`config.mk`:
```
export PLATFORM = sky130hd
export DESIGN_NAME = otpl_ctrl
export DESIGN_NICKNAME = d
export VERILOG_FILES = /design/src/verilog/otpl_pkg.sv /design/src/verilog/otpl_ctrl.sv /design/src/verilog/otpl_lock_dec.sv
export SDC_FILE = /design/constraint.sdc
export NUM_CORES = 1
export LEC_CHECK = 0
export BUFFER_PORTS_ARGS = -buffer_cell sky130_fd_sc_hd__buf_2
export CORE_MARGIN = 2
export CORE_UTILIZATION = 40
export CTS_CLUSTER_DIAMETER = 80
export DETAILED_ROUTE_END_ITERATION = 10
export GPL_TIMING_DRIVEN = 0
export SYNTH_ARGS = -nofsm -noshare
export SYNTH_HDL_FRONTEND = slang
export SYNTH_SLANG_ARGS = --single-unit
```
`constraint.sdc`:
```
create_clock -name mclk_i -period 2.7 [get_ports mclk_i]
set_input_delay 0.135 -clock mclk_i [delete_from_list [all_inputs] [get_ports mclk_i]]
set_output_delay 0.135 -clock mclk_i [all_outputs]
set_load 0.02 [all_outputs]
```
`src/verilog/otpl_pkg.sv`:
```
// Constants shared by the OTP program and lock controller
package otpl_pkg;

  // Block address written in place of a flash block to enter OTP access
  localparam logic [15:0] OTPL_ACCESS_CMD  = 16'h0065;

  // Lock codes, compared against the low byte of the lock word only
  localparam logic [7:0]  OTPL_CODE_OTP    = 8'hfc;
  localparam logic [7:0]  OTPL_CODE_FBL    = 8'hf3;
  localparam logic [7:0]  OTPL_CODE_BOTH   = 8'hf0;

  // Lock word location: page 0, sector 0 spare area, eighth word
  localparam logic [5:0]  OTPL_LOCK_PAGE   = 6'h00;
  localparam logic [1:0]  OTPL_LOCK_SECTOR = 2'h0;
  localparam logic [3:0]  OTPL_LOCK_WORD   = 4'h7;

  // Field widths
  localparam int          OTPL_BLK_W       = 10;
  localparam int          OTPL_PAGE_W      = 6;

  // OTP block geometry: 64 pages, user pages 0 to 49, 14 maker pages
  localparam int          OTPL_PAGES       = 64;
  localparam logic [5:0]  OTPL_USER_PAGES  = 6'h32;

  // First array block, the one that can be locked as OTP
  localparam logic [9:0]  OTPL_FIRST_BLK   = 10'h000;

  // Controller status bit positions of the two lock flags
  localparam int          OTPL_STAT_FBL    = 5;
  localparam int          OTPL_STAT_OTP    = 6;

  // Reset values of the lock flags and of the block address
  localparam logic        OTPL_LOCK_RST    = 1'b0;
  localparam logic [9:0]  OTPL_BLK_RST     = 10'h000;

  // Controller states
  typedef enum logic [0:0]
  {
    OTPL_ST_BOOT = 1'b0,
    OTPL_ST_IDLE = 1'b1
  } otpl_state_t;

endpackage
```
`src/verilog/otpl_ctrl.sv`:
```
// OTP program and lock controller: access mode, lock flags, refusals
`timescale 1ns/1ps

// What this block does
// - OTP pages other than page 0 program once, never erased
// - Any of four resets leaves OTP mode
// - Boot lock code sets OTP locked flag
// - Program to locked OTP flags error
// - No OTP unlock; a page 0 reprogram can clear first-block lock at next boot; flags set only at boot
// - OTP locked blocks later first-block lock
// - Cold reset alone refreshes OTP lock flag
// - Boot first-block code sets bit five
// - Locked first block refuses erase, program
// - Program to locked first block flags error
// - OTP still lockable after first block
// - Combined code sets both flags
// - Access code as block address enters mode
// - Sixty-four pages; pages 50-63 are maker's
module otpl_ctrl
(
  input  wire logic        mclk_i,        // 250 MHz clock
  input  wire logic        arst_n_i,      // Power-up reset, async, low
  input  wire logic        clk_en_i,      // Low freezes all state
  input  wire logic        fba_we_i,      // Block address write strobe
  input  wire logic [15:0] fba_i,         // Block address or access code
  input  wire logic        prog_req_i,    // Program command pulse
  input  wire logic [5:0]  page_i,        // Target page of the program
  input  wire logic        erase_req_i,   // Block erase command pulse
  input  wire logic        cold_rst_i,    // Cold reset pulse
  input  wire logic        warm_rst_i,    // Warm reset pulse
  input  wire logic        hot_rst_i,     // Hot reset pulse
  input  wire logic        core_rst_i,    // Flash core reset pulse
  input  wire logic        lock_vld_i,    // Lock word read data valid
  input  wire logic [15:0] lock_word_i,   // Lock word from the OTP block
  output logic             lock_rd_o,     // Lock word read request
  output logic             arr_prog_o,    // Accepted program pulse
  output logic             arr_erase_o,   // Accepted erase pulse
  output logic             arr_otp_sel_o, // Operation goes to OTP block
  output logic [9:0]       arr_blk_o,     // Block of the operation
  output logic [5:0]       arr_page_o,    // Page of the operation
  output logic             otp_mode_o,    // OTP access mode active
  output logic             otp_locked_o,  // Status bit 6
  output logic             first_block_locked_flag_o, // Status bit 5
  output logic             err_o,         // Status error bit
  output logic             done_o,        // Command finished pulse
  output logic             busy_o         // Lock word scan running
);

  // State registers and their next values
  otpl_pkg::otpl_state_t   st_r,       st_nxt;       // Controller state
  logic                    otp_mode_r, otp_mode_nxt; // OTP access mode
  logic                    otp_lk_r,   otp_lk_nxt;   // OTP locked flag
  logic                    fbl_lk_r,   fbl_lk_nxt;   // First block locked
  logic                    err_r,      err_nxt;      // Error flag
  logic                    done_r,     done_nxt;     // Done pulse
  logic                    rd_r,       rd_nxt;       // Lock read request
  logic                    prog_r,     prog_nxt;     // Program pulse
  logic                    erase_r,    erase_nxt;    // Erase pulse
  logic                    sel_r,      sel_nxt;      // OTP select
  logic [9:0]              blk_r,      blk_nxt;      // Latched block
  logic [9:0]              oblk_r,     oblk_nxt;     // Issued block
  logic [5:0]              page_r,     page_nxt;     // Issued page
  logic [63:0]             used_r,     used_nxt;     // Programmed pages
  logic                    busy_r,     busy_nxt;     // Lock scan running

  // Decoder results and helper terms
  logic                    dec_otp;    // Lock word asks OTP lock
  logic                    dec_fbl;    // Lock word asks first block lock
  logic                    any_rst;    // Some reset command this cycle
  logic                    is_first;   // Latched block is the first one
  logic                    refuse;     // Current command is refused

  // Lock code decoder
  otpl_lock_dec u_dec
  (
    .word_i     (lock_word_i),
    .otp_lock_o (dec_otp),
    .fbl_lock_o (dec_fbl)
  );

  // Next-state logic for the whole controller
  always_comb
  begin
    st_nxt       = st_r;
    otp_mode_nxt = otp_mode_r;
    otp_lk_nxt   = otp_lk_r;
    fbl_lk_nxt   = fbl_lk_r;
    err_nxt      = err_r;
    blk_nxt      = blk_r;
    oblk_nxt     = oblk_r;
    page_nxt     = page_r;
    sel_nxt      = sel_r;
    used_nxt     = used_r;
    done_nxt     = 1'b0;
    prog_nxt     = 1'b0;
    erase_nxt    = 1'b0;
    rd_nxt       = 1'b0;
    refuse       = 1'b0;
    any_rst      = cold_rst_i | warm_rst_i | hot_rst_i | core_rst_i;
    is_first     = (blk_r == otpl_pkg::OTPL_FIRST_BLK);
    if (any_rst)
    begin
      // every reset kind exits OTP mode
      otp_mode_nxt = 1'b0;
      err_nxt      = 1'b0;
      // only cold reset rescans the word
      if (cold_rst_i)
      begin
        st_nxt = otpl_pkg::OTPL_ST_BOOT;
      end
    end
    else
    begin
      case (st_r)
        // Read the lock word, then settle the flags
        otpl_pkg::OTPL_ST_BOOT:
        begin
          rd_nxt = 1'b1;
          if (rd_r && lock_vld_i)
          begin
            otp_lk_nxt = dec_otp;
            fbl_lk_nxt = dec_fbl;
            rd_nxt     = 1'b0;
            st_nxt     = otpl_pkg::OTPL_ST_IDLE;
          end
        end
        // Accept host commands
        otpl_pkg::OTPL_ST_IDLE:
        begin
          if (fba_we_i)
          begin
            if (fba_i == otpl_pkg::OTPL_ACCESS_CMD)
            begin
              otp_mode_nxt = 1'b1;
            end
            else
            begin
              // any address taken in OTP mode
              blk_nxt = fba_i[9:0];
            end
          end
          else if (prog_req_i)
          begin
            if (otp_mode_r)
            begin
              // so the lock word is frozen too
              refuse = otp_lk_r
                     || (page_i >= otpl_pkg::OTPL_USER_PAGES)
                     || (used_r[page_i] &&
                         page_i != otpl_pkg::OTPL_LOCK_PAGE);
            end
            else
            begin
              refuse = is_first && fbl_lk_r;
            end
            done_nxt = 1'b1;
            err_nxt  = refuse;
            if (!refuse)
            begin
              // page 0 stays open for a later lock
              prog_nxt = 1'b1;
              sel_nxt  = otp_mode_r;
              oblk_nxt = blk_r;
              page_nxt = page_i;
              if (otp_mode_r)
              begin
                used_nxt[page_i] = 1'b1;
              end
            end
          end
          else if (erase_req_i)
          begin
            // no erase in the OTP block
            refuse   = otp_mode_r || (is_first && fbl_lk_r);
            done_nxt = 1'b1;
            err_nxt  = refuse;
            if (!refuse)
            begin
              erase_nxt = 1'b1;
              sel_nxt   = 1'b0;
              oblk_nxt  = blk_r;
              page_nxt  = 6'h00;
            end
          end
        end
        default:
        begin
          st_nxt = otpl_pkg::OTPL_ST_BOOT;
        end
      endcase
    end
    // Busy tracks the state being entered, so the pin comes from a flop
    busy_nxt     = (st_nxt == otpl_pkg::OTPL_ST_BOOT);
  end

  // Registers; the used-page map lives only until power is lost,
  // so the flash cells must also refuse a second program
  always_ff @(posedge mclk_i or negedge arst_n_i)
  begin
    if (!arst_n_i)
    begin
      st_r       <= otpl_pkg::OTPL_ST_BOOT;
      otp_mode_r <= 1'b0;
      otp_lk_r   <= otpl_pkg::OTPL_LOCK_RST;
      fbl_lk_r   <= otpl_pkg::OTPL_LOCK_RST;
      err_r      <= 1'b0;
      done_r     <= 1'b0;
      rd_r       <= 1'b0;
      prog_r     <= 1'b0;
      erase_r    <= 1'b0;
      sel_r      <= 1'b0;
      blk_r      <= otpl_pkg::OTPL_BLK_RST;
      oblk_r     <= otpl_pkg::OTPL_BLK_RST;
      page_r     <= 6'h00;
      used_r     <= 64'h0;
      busy_r     <= 1'b1;
    end
    else if (clk_en_i)
    begin
      st_r       <= st_nxt;
      otp_mode_r <= otp_mode_nxt;
      otp_lk_r   <= otp_lk_nxt;
      fbl_lk_r   <= fbl_lk_nxt;
      err_r      <= err_nxt;
      done_r     <= done_nxt;
      rd_r       <= rd_nxt;
      prog_r     <= prog_nxt;
      erase_r    <= erase_nxt;
      sel_r      <= sel_nxt;
      blk_r      <= blk_nxt;
      oblk_r     <= oblk_nxt;
      page_r     <= page_nxt;
      used_r     <= used_nxt;
      busy_r     <= busy_nxt;
    end
  end

  // Outputs straight from flops
  assign lock_rd_o                 = rd_r;
  assign arr_prog_o                = prog_r;
  assign arr_erase_o               = erase_r;
  assign arr_otp_sel_o             = sel_r;
  assign arr_blk_o                 = oblk_r;
  assign arr_page_o                = page_r;
  assign otp_mode_o                = otp_mode_r;
  assign otp_locked_o              = otp_lk_r;
  assign first_block_locked_flag_o = fbl_lk_r;
  assign err_o                     = err_r;
  assign done_o                    = done_r;
  assign busy_o                    = busy_r;

  // Checks on the controller behaviour
  a_boot_flag_load: assert property (
    @(posedge mclk_i) disable iff (!arst_n_i)
    (clk_en_i && st_r == otpl_pkg::OTPL_ST_BOOT && rd_r && lock_vld_i
     && !cold_rst_i && !warm_rst_i && !hot_rst_i && !core_rst_i)
    |=> (otp_lk_r == $past(dec_otp)) && (fbl_lk_r == $past(dec_fbl))
        && !busy_o)
    else $error("lock flags not loaded from lock word");

  a_otp_prog_err: assert property (
    @(posedge mclk_i) disable iff (!arst_n_i)
    (clk_en_i && st_r == otpl_pkg::OTPL_ST_IDLE && !any_rst && !fba_we_i
     && prog_req_i && otp_mode_r && otp_lk_r)
    |=> err_o && done_o && !arr_prog_o)
    else $error("program to locked OTP not flagged");

  a_fbl_prog_err: assert property (
    @(posedge mclk_i) disable iff (!arst_n_i)
    (clk_en_i && st_r == otpl_pkg::OTPL_ST_IDLE && !any_rst && !fba_we_i
     && prog_req_i && !otp_mode_r && is_first && fbl_lk_r)
    |=> err_o && !arr_prog_o)
    else $error("program to locked first block not flagged");

  a_no_otp_erase: assert property (
    @(posedge mclk_i) disable iff (!arst_n_i)
    arr_erase_o |-> !arr_otp_sel_o && !$past(otp_mode_r))
    else $error("erase issued in OTP mode");

  a_fbl_no_erase: assert property (
    @(posedge mclk_i) disable iff (!arst_n_i)
    (arr_erase_o || (arr_prog_o && !arr_otp_sel_o))
    |-> !(arr_blk_o == otpl_pkg::OTPL_FIRST_BLK && fbl_lk_r))
    else $error("locked first block was changed");

  a_flags_stable: assert property (
    @(posedge mclk_i) disable iff (!arst_n_i)
    (st_r == otpl_pkg::OTPL_ST_IDLE && $past(st_r) ==
     otpl_pkg::OTPL_ST_IDLE) |-> $stable(otp_lk_r) && $stable(fbl_lk_r))
    else $error("lock flag moved outside boot scan");

  a_mode_exit: assert property (
    @(posedge mclk_i) disable iff (!arst_n_i)
    (clk_en_i && any_rst) |=> !otp_mode_o ##1 (!otp_mode_o || $past(
     fba_we_i)))
    else $error("OTP mode survived a reset");

  a_mode_entry: assert property (
    @(posedge mclk_i) disable iff (!arst_n_i)
    (clk_en_i && st_r == otpl_pkg::OTPL_ST_IDLE && !any_rst && fba_we_i
     && fba_i == otpl_pkg::OTPL_ACCESS_CMD) |=> otp_mode_o
     && $stable(blk_r))
    else $error("access code did not enter OTP mode");

  a_maker_pages: assert property (
    @(posedge mclk_i) disable iff (!arst_n_i)
    (arr_prog_o && arr_otp_sel_o)
    |-> arr_page_o < otpl_pkg::OTPL_USER_PAGES)
    else $error("program reached a maker page");

  a_cold_rescan: assert property (
    @(posedge mclk_i) disable iff (!arst_n_i)
    (clk_en_i && cold_rst_i) |=> busy_o && !otp_mode_o)
    else $error("cold reset did not rescan lock word");

endmodule // otpl_ctrl

```
`src/verilog/otpl_lock_dec.sv`:
```
// Lock word decoder for the OTP program and lock controller
`timescale 1ns/1ps

module otpl_lock_dec
(
  input  wire logic [15:0] word_i,      // Lock word read from the OTP block
  output logic             otp_lock_o,  // Code asks for OTP block lock
  output logic             fbl_lock_o   // Code asks for first block lock
);

  logic [7:0] low_byte;  // Only the low byte carries the lock code

  // Decode the code; the high byte is free for the user
  always_comb
  begin
    low_byte   = word_i[7:0];
    otp_lock_o = 1'b0;
    fbl_lock_o = 1'b0;
    case (low_byte)
      otpl_pkg::OTPL_CODE_OTP:
      begin
        otp_lock_o = 1'b1;
      end
      otpl_pkg::OTPL_CODE_FBL:
      begin
        fbl_lock_o = 1'b1;
      end
      otpl_pkg::OTPL_CODE_BOTH:
      begin
        otp_lock_o = 1'b1;
        fbl_lock_o = 1'b1;
      end
      default:
      begin
        otp_lock_o = 1'b0;
        fbl_lock_o = 1'b0;
      end
    endcase
  end

endmodule // otpl_lock_dec

```
Yosys cells after proc, flatten, opt, wreduce, memory -nomap -nowiden
Index checks and enable logic that the tools add are counted.
- bits in writable memories: 0
- register bits: 101
- memories: 0
- memory bits (read-only): 0
- latch bits: 0
- multiplexer cells: 55
- $lt $le $gt $ge: 3
- bitwise operators: 10
- reduce and logical (&&, ||, !) cells: 22
- equal/unequal tests: 7
- div/mod/pow operators: 0
- $add $sub $neg: 0
- multiply operators: 0
- shift-type cells: 0
- operators with widths (kind ; number):
    bitwise OR 64 bit ; 1
    2-to-1 mux 1 bit ; 45
    2-to-1 mux 10 bit ; 4
    == test 8 bit (second input constant) ; 3
    2-to-1 mux 6 bit ; 4
    == test 16 x 7 -> 1 bit (second input constant) ; 1
    AND reduction 7 bit ; 2
    AND reduction 4 bit ; 3
    zero test 10 bit ; 1
    nonzero test 2 bit ; 4
    less-than comparator 6 x 7 -> 1 bit (second input constant) ; 1
    binary-select mux 1 bit (select 6 bit) ; 1
    demux 1 bit (select 6 bit) ; 1
    >= comparator 6 x 1 -> 1 bit (second input constant) ; 1
    >= comparator 6 bit (second input constant) ; 1
    inverter 1 bit ; 6
    nonzero test 6 bit ; 1
    AND reduction 5 bit ; 1
    logical AND 1 bit ; 4
    inequality test 2 bit (second input constant) ; 2
    OR reduction 2 bit ; 2
    logical OR 1 bit ; 3
    bitwise OR 1 bit ; 3
    nonzero test 3 bit ; 1
    inequality test 2 x 1 -> 1 bit (second input constant) ; 1

Depth between registers and ports, before layout
Gate-level depths: netlist of run 1.
- depth after elaboration: 14
- depth in mapped cells: 11
- mapped depth without buffers: 8

Hierarchy
Synthesis of run 1 repeated with hierarchy kept, for this count alone.
- cell total of the unflattened synthesis: 405
- area, all modules: 4618.2 µm²
- modules (own cells, without submodules) (module ; cells each ; times used ; area an instance (µm²)):
    otpl_ctrl ; 400 ; 1 ; 4581.9
    otpl_lock_dec ; 5 ; 1 ; 36.3

Worst setup path before layout of run 1
Ideal clock, no wire load.
- kind: flip-flop to flip-flop
- start point: register used_r[5]
- end point: register oblk_r[5], in the netlist arr_blk_o[5]
- setup time: 0.125 ns
- period minus slack after synthesis: 2.433 ns
- buffers on the path: 1
- stages on the path, launching flop included: 10
- arrival: 2.308 ns
- setup slack: 0.267 ns
- required time: 2.575 ns
- path through: dfrtp_1 > mux2_1 > a221o_1 > a222oi_1 > a2bb2oi_2 > nand3b_4 > nor3_4 > nor2_2 > buf_6 > mux2_4
- longest elaborated chain between the ends: 11
- ends and longest elaborated chain (element ; line ; RTL):
    from (decl) ; otpl_ctrl.sv:63 ; logic [63:0] used_r, used_nxt;
    from (signal assigned) ; otpl_ctrl.sv:233 ; used_r <= used_nxt;
    binary-select mux 1 bit (select 6 bit) ; otpl_ctrl.sv:149 ; || (used_r[page_i] &&
    2-to-1 mux 1 bit (not written as such) ; otpl_ctrl.sv:149 ;
    logical AND 1 bit ; otpl_ctrl.sv:149 ;
    logical OR 1 bit ; otpl_ctrl.sv:149 ;
    2-to-1 mux 1 bit ; otpl_ctrl.sv:144 ; if (otp_mode_r)
    2-to-1 mux 1 bit ; otpl_ctrl.sv:142 ; else if (prog_req_i)
    2-to-1 mux 1 bit ; otpl_ctrl.sv:130 ; if (fba_we_i)
    2-to-1 mux 1 bit ; otpl_ctrl.sv:114 ; case (st_r)
    2-to-1 mux 1 bit ; otpl_ctrl.sv:101 ; if (any_rst)
    inequality test 2 bit (no source line) ; n/a ;
    AND reduction 7 bit (no source line) ; n/a ;
    to (signal assigned) ; otpl_ctrl.sv:213 ; oblk_r <= otpl_pkg::OTPL_BLK_RST;
    to (signal assigned) ; otpl_ctrl.sv:231 ; oblk_r <= oblk_nxt;
    to (decl) ; otpl_ctrl.sv:61 ; logic [9:0] oblk_r, oblk_nxt;
Every way passes these cells. The select of a mux whose other input is x is not followed.
A chain may end at the register's enable or synchronous reset.

Final worst setup path of run 1
- start point: register used_r[4]
- end point: register oblk_r[5], in the netlist arr_blk_o[5]
The elaborated chain is that of the path after synthesis.

==> impl_metrics.tcl, run 1 <==
set metrics [dict create \
    status "finished clean" \
    dr_wl_met3_um 415 \
    timing.rr.start "used_r[4]$_DFFE_PN0P_" \
    arrival_ps 2890 \
    async_flop_share_pct 100 \
    wl_per_cell_um 18.4 \
    syn_inst 391 \
    boundaryPins 75 \
    postLayoutCoreUtil_pct 50.4 \
    insertion_delay_ps 350 \
    core-area_um2 11000 \
    crit_path_max_fanout 8 \
    viasPerCell 5.45 \
    die_w_um 111 \
    synth_edf_count 0 \
    io_buffer_count 65 \
    yosysTopAreaCell "dfrtp_1" \
    r2r_slack_ps 50 \
    crit_path_end_kind "flip-flop" \
    clock-sinks 101 \
    drc 0 \
    fin_cells 627 \
    wl_um 11500 \
    slew-limit-headroom_pct 34.8 \
    syn-num-nets 440 \
    hpwl_um 8140 \
    hold-path-cell-count 2 \
    final_cell_mix "dfrtp_1 (100), buf_2 (71), a21o_1 (39), nand2_1 (24), clkbuf_1 (22)" \
    synth_area_per_cell_um2 11.6 \
    grt_pass1_wl_um 18700 \
    crit-reg2reg-capture "arr_blk_o[5]$_DFFE_PN0P_" \
    num_vias 3417 \
    ant_nets 0 \
    period_share_pct 98.1 \
    ys_types 64 \
    worstRegToRegCells 9 \
    cts-root-buf "clkbuf_16" \
    cts_buffer_depth 2 \
    met2WireLength_um 5410 \
    critPathLaunchType "flip-flop" \
    crit_required_ps 2940 \
    synth.area.top_cells "dfrtp_1 (55%), a21o_1 (6.4%), mux2_2 (4.5%), mux2i_1 (2.0%), nand2_1 (2.0%)" \
    fmax_mhz 378 \
    overflow 0 \
    setup-violations-final 0 \
    max_cap_viol_count 0 \
    crit_path_end "arr_blk_o[5]$_DFFE_PN0P_" \
    grt_pass1_vias 3506 \
    drive_gt1_share_pct 30.2 \
    grt_max_degree 63 \
    crit_type "flip-flop to flip-flop" \
    syn2layout_area_growth_pct 21.7 \
    ys_warn_count 0 \
    yosys_register_bits 101 \
    htreeDepth 3 \
    final_common_cell "dfrtp_1" \
    die-height_um 111 \
    finalPower_w 0.00304 \
    dr.pass1.iters 4 \
    ir_drop_mv 0.610 \
    hold_viol_final 0 \
    routabilityCongestion 0.849 \
    power.density_nw_per_um2 549 \
    final_nets 531 \
    yosys.area.top_type_share_pct 55.0 \
    critPathLaunch "used_r[4]$_DFFE_PN0P_" \
    p_leak_nw 2.99 \
    finClkSkew_ps 4.77 \
    rows 38 \
    min_path_type "input port to flip-flop" \
    hold_slack_ps 31.1 \
    antenna_found_initial 0 \
    diodes 0 \
    yosysSeqAreaShare_pct 55.6 \
    place_inst 597 \
    cts_buffers 9 \
    netlist_area_um2 4550 \
    start_util_pct 41.4 \
    cts_tree "built" \
    worst_pin_slew_ps 970 \
    grt_usage_pct 19.4 \
    die_area_um2 12200 \
    grt_setup_unrepaired "true" \
    drt-met1-wl_um 5550 \
    final_max_slew_viol_count 0 \
    maxUsedRoutingLayer "met4" \
    drtIter0Drc 185 \
    fin_crit_ps 2650 \
    cts.clk_slew.worst_paths_ps 60 \
    synth_ff_type "dfrtp_1" \
]
how the worst min path moves through the flow:
| stage | start | end | slack (ps) |
|---|---|---|---|
| after floorplan | arst_n_i | arr_blk_o[0]$_DFFE_PN0P_ | -160 |
| after global placement | fba_i[2] | blk_r[2]$_DFFE_PN0P_ | 380 |
| after detailed placement | arst_n_i | arr_blk_o[6]$_DFFE_PN0P_ | 150 |
| after CTS | fba_i[2] | blk_r[2]$_DFFE_PN0P_ | 20 |
| after global routing | fba_i[7] | blk_r[7]$_DFFE_PN0P_ | 30 |
| final | fba_i[7] | blk_r[7]$_DFFE_PN0P_ | 30 |
power breakdown:
group          switching (W)  internal (W)
Sequential        0.00000179       0.00151
Clock               0.000565      0.000745
Combinational       0.000144     0.0000687
final cells by class:
class                      instances  area [um^2]
sequential                       101         2530
clock buffer                      13          250
tap                              140          175
buffer                            31          159
timing repair buffer              80          467
fill                             974         5440
clock inverter                     3         45.0
inverter                          16         60.1
multi-input combinational        243         1850
registers in the layout, summed over array words and instances (netlist names):
signal	count
st_r	1
arr_otp_sel_o	1
done_o	1
otp_locked_o	1
arr_erase_o	1
otp_mode_o	1
busy_o	1
err_o	1
arr_prog_o	1
used_r	64
arr_page_o	6
arr_blk_o	10
lock_rd_o	1
blk_r	10
first_block_locked_flag_o	1
what timing repair did:
action,CTS,global route
hold endpoints to repair,39,0
gates resized for setup,5,7
setup endpoints to repair,56,43
pin swaps,4,5
hold buffers,1,0
buffers inserted,3,10
cell usage after synthesis, drive strengths merged, types with 8 or more instances:
cell and n:
a21o 39, buf 12, clkbuf 19, dfrtp 100, inv 16, mux2 23
mux2i 9, nand2 24, nor2 19, nor3 8, nor4 9, o21ai 12
o21bai 8, o2bb2ai 8
worst max-delay path, stage by stage, from the launching register on:
cell       delay, ps
dfrtp_1          380
mux2_4           270
a221o_1          290
a222oi_1         380
a2bb2oi_2        240
nand3b_4         150
nor3_4           270
nor2_4           100
buf_8            160
mux2_4           290
layer usage:
metal,up-vias,GRT usage [%]
met5,-,0
met4,0,7.92
met3,13,4.43
met2,64,28.3
met1,1740,27.8
li1,1600,-
metrics by stage:
step | instance area [um^2] | setup TNS, ps | setup WS (ps)
5_1_grt | 5540 | -632 | -47.4
4_1_cts | 5430 | 0 | 3.52
6_report | 5540 | 0 | 52.5
3_5_place_dp | 5080 | -28110 | -869
2_1_floorplan | 4550 | 0 | 267
3_3_place_gp | 5050 | -26300 | -849
kinds of logic after synthesis:
| group | Yosys count | share of synthesized area [%] |
|---|---|---|
| xor gates and xnor gates | 2 | 0.385 |
| muxes | 34 | 8.99 |
| and+or+nand+nor | 95 | 12.1 |
| buffers and inverters | 47 | 4.54 |
| AOI/OAI and AO/OA | 112 | 18.5 |
| DFF | 101 | 55.6 |
Power figures use the tool's default switching activity.
==> run 2, diff against run 1 <==
Settings changed: CORE_ASPECT_RATIO from default to 2, SLEW_MARGIN from default to 0.
==> run 2 against run 1 <==
Compared with the run above:
- hold slack worse by 14 ps
- wire length up 8.1%
- first-iteration DRC count rose by 48%
- non-clock buffer count unchanged
- design area rose by 0.81%
- power fell by 0.19%
- sequential share of layout area decreased by 0.37 points
- highest routed layer unchanged
==> impl_metrics.tcl, run 2 (synthesis results as in run 1) <==
set metrics [dict create \
    cpPeakStageDelay_ps 390 \
    place_inst 599 \
    worst_path_most_repeated_cell "mux2_4" \
    grt_pass1_vias 3741 \
    fin_crit_ps 2680 \
    hpwl_um 9140 \
    finalPower_w 0.00303 \
    crit_path_max_fanout 6 \
    final_common_cell "dfrtp_1" \
    dr.pass1.iters 4 \
    final_nets 531 \
    finClkSkew_ps 13.7 \
    power.density_nw_per_um2 543 \
    drive_gt1_share_pct 31.2 \
    timing.rr.start "used_r[4]$_DFFE_PN0P_" \
    period_share_pct 99.2 \
    die_w_um 79.4 \
    die-height_um 155 \
    ir_drop_mv 0.300 \
    start_util_pct 40.6 \
    cts_tree "built" \
    clock-sinks 101 \
    grt_setup_unrepaired "true" \
    hold_viol_final 0 \
    holdCritStartpoint "fba_i[2]" \
    r2r_slack_ps 20 \
    critPathLaunchType "flip-flop" \
    num_vias 3546 \
    diodes 0 \
    antenna_found_initial 0 \
    routabilityCongestion 0.923 \
    crit_family "compound AO/OA/AOI/OAI gates" \
    boundaryPins 75 \
    arrival_ps 2920 \
    wl_per_cell_um 19.8 \
    crit_required_ps 2940 \
    die_area_um2 12300 \
    grt_pass1_wl_um 19800 \
    crit_path_end_kind "flip-flop" \
    cts-root-buf "clkbuf_16" \
    htreeDepth 3 \
    grt_usage_pct 21.3 \
    cts_buffer_depth 2 \
    critPathLaunch "used_r[4]$_DFFE_PN0P_" \
    insertion_delay_ps 360 \
    crit_slowest_cell "dfrtp_1" \
    overflow 0 \
    cts_buffers 9 \
    viasPerCell 5.64 \
    p_leak_nw 3.03 \
    ant_nets 0 \
    rows 55 \
    postLayoutCoreUtil_pct 49.8 \
    grt_max_degree 63 \
    worst_pin_slew_ps 1030 \
    fmax_mhz 373 \
    io_buffer_count 65 \
    final_cell_mix "dfrtp_1 (100), buf_2 (71), a21o_1 (39), nand2_1 (24), clkbuf_1 (19)" \
    max_cap_viol_count 0 \
    path_cells "mux2_4 -> a221o_1 -> a222oi_1 -> a2bb2oi_2 -> nand3b_4 -> nor3_4 -> nor2_4 -> buf_8 -> mux2_4" \
    core-area_um2 11200 \
    crit_type "flip-flop to flip-flop" \
    fin_cells 629 \
    setup-violations-final 0 \
    cp_num_buf_inv 1 \
    largest_register_ffs 64 \
    final_max_slew_viol_count 0 \
    hold_slack_ps 16.9 \
    status "finished clean" \
    wl_um 12500 \
    slew-limit-headroom_pct 30.9 \
    top_register "used_r" \
    drc 0 \
    cts.clk_slew.worst_paths_ps 80 \
    min_path_type "input port to flip-flop" \
    drtIter0Drc 273 \
    syn2layout_area_growth_pct 22.7 \
]
[run 2: cell count changes in the layout (fill, tap and decap cells not counted), sizes merged]
cell / change
clkinv: +4
clkinvlp: -2
bufinv: -1
inv: +3
clkbuf: -4
[run 2: stage by stage]
stage / setup slack (ps) / TNS (ps) / cell area (um^2)
final: 20.4 / 0 / 5580
after global routing: -68.5 / -1230 / 5580
after floorplan: 267 / 0 / 4550
after detailed placement: -826 / -26120 / 5080
after global placement: -787 / -23310 / 5050
after CTS: -16.7 / -55.3 / 5430
[run 2: repair_timing]
action                                 4_1_cts  5_1_grt
gates resized for setup                      3       17
pin swaps                                    3       13
endpoints found under the hold margin       38        0
setup buffers                                2       10
hold buffers                                 1        0
cloned                                       0        1
setup endpoints to repair                   48       36
[run 2: worst paths after layout]
kind | endpoint | depth (start not counted)
setup / recovery | arr_blk_o[7]$_DFFE_PN0P_ | 9
hold / removal | blk_r[2]$_DFFE_PN0P_ | 2
setup reg to reg | arr_blk_o[7]$_DFFE_PN0P_ | 9
hold reg to reg | used_r[55]$_DFFE_PN0P_ | 1
max in group asynchronous | used_r[20]$_DFFE_PN0P_ | 3
min in group asynchronous | lock_rd_o$_DFFE_PN0P_ | 2
[run 2: area by class of cell]
type	instances	area [um^2]
Fill cell	1031	5630
Inverter	16	60.1
Clock buffer	9	225
Timing Repair Buffer	80	488
Sequential cell	101	2530
Multi-Input combinational cell	243	1870
Tap cell	142	178
Buffer	31	163
Clock inverter	7	76.3
[run 2: where the power goes]
part | internal [W] | switching (W) | leakage (nW) | total, W
registers | 0.00151 | 0.00000176 | 1.40 | 0.00152
logic | 0.0000705 | 0.000150 | 1.48 | 0.000221
clock network | 0.000658 | 0.000640 | 0.148 | 0.00130
total | 0.00224 | 0.000792 | 3.03 | 0.00303
[run 2: metal layers]
metal	vias to the layer above	GRT usage [%]	share of wire, %
li1	1614	-	-
met1	1782	23.4	36
met3	26	3.19	4.3
met5	-	0	0
met2	124	37.3	55
met4	0	13.5	4.4
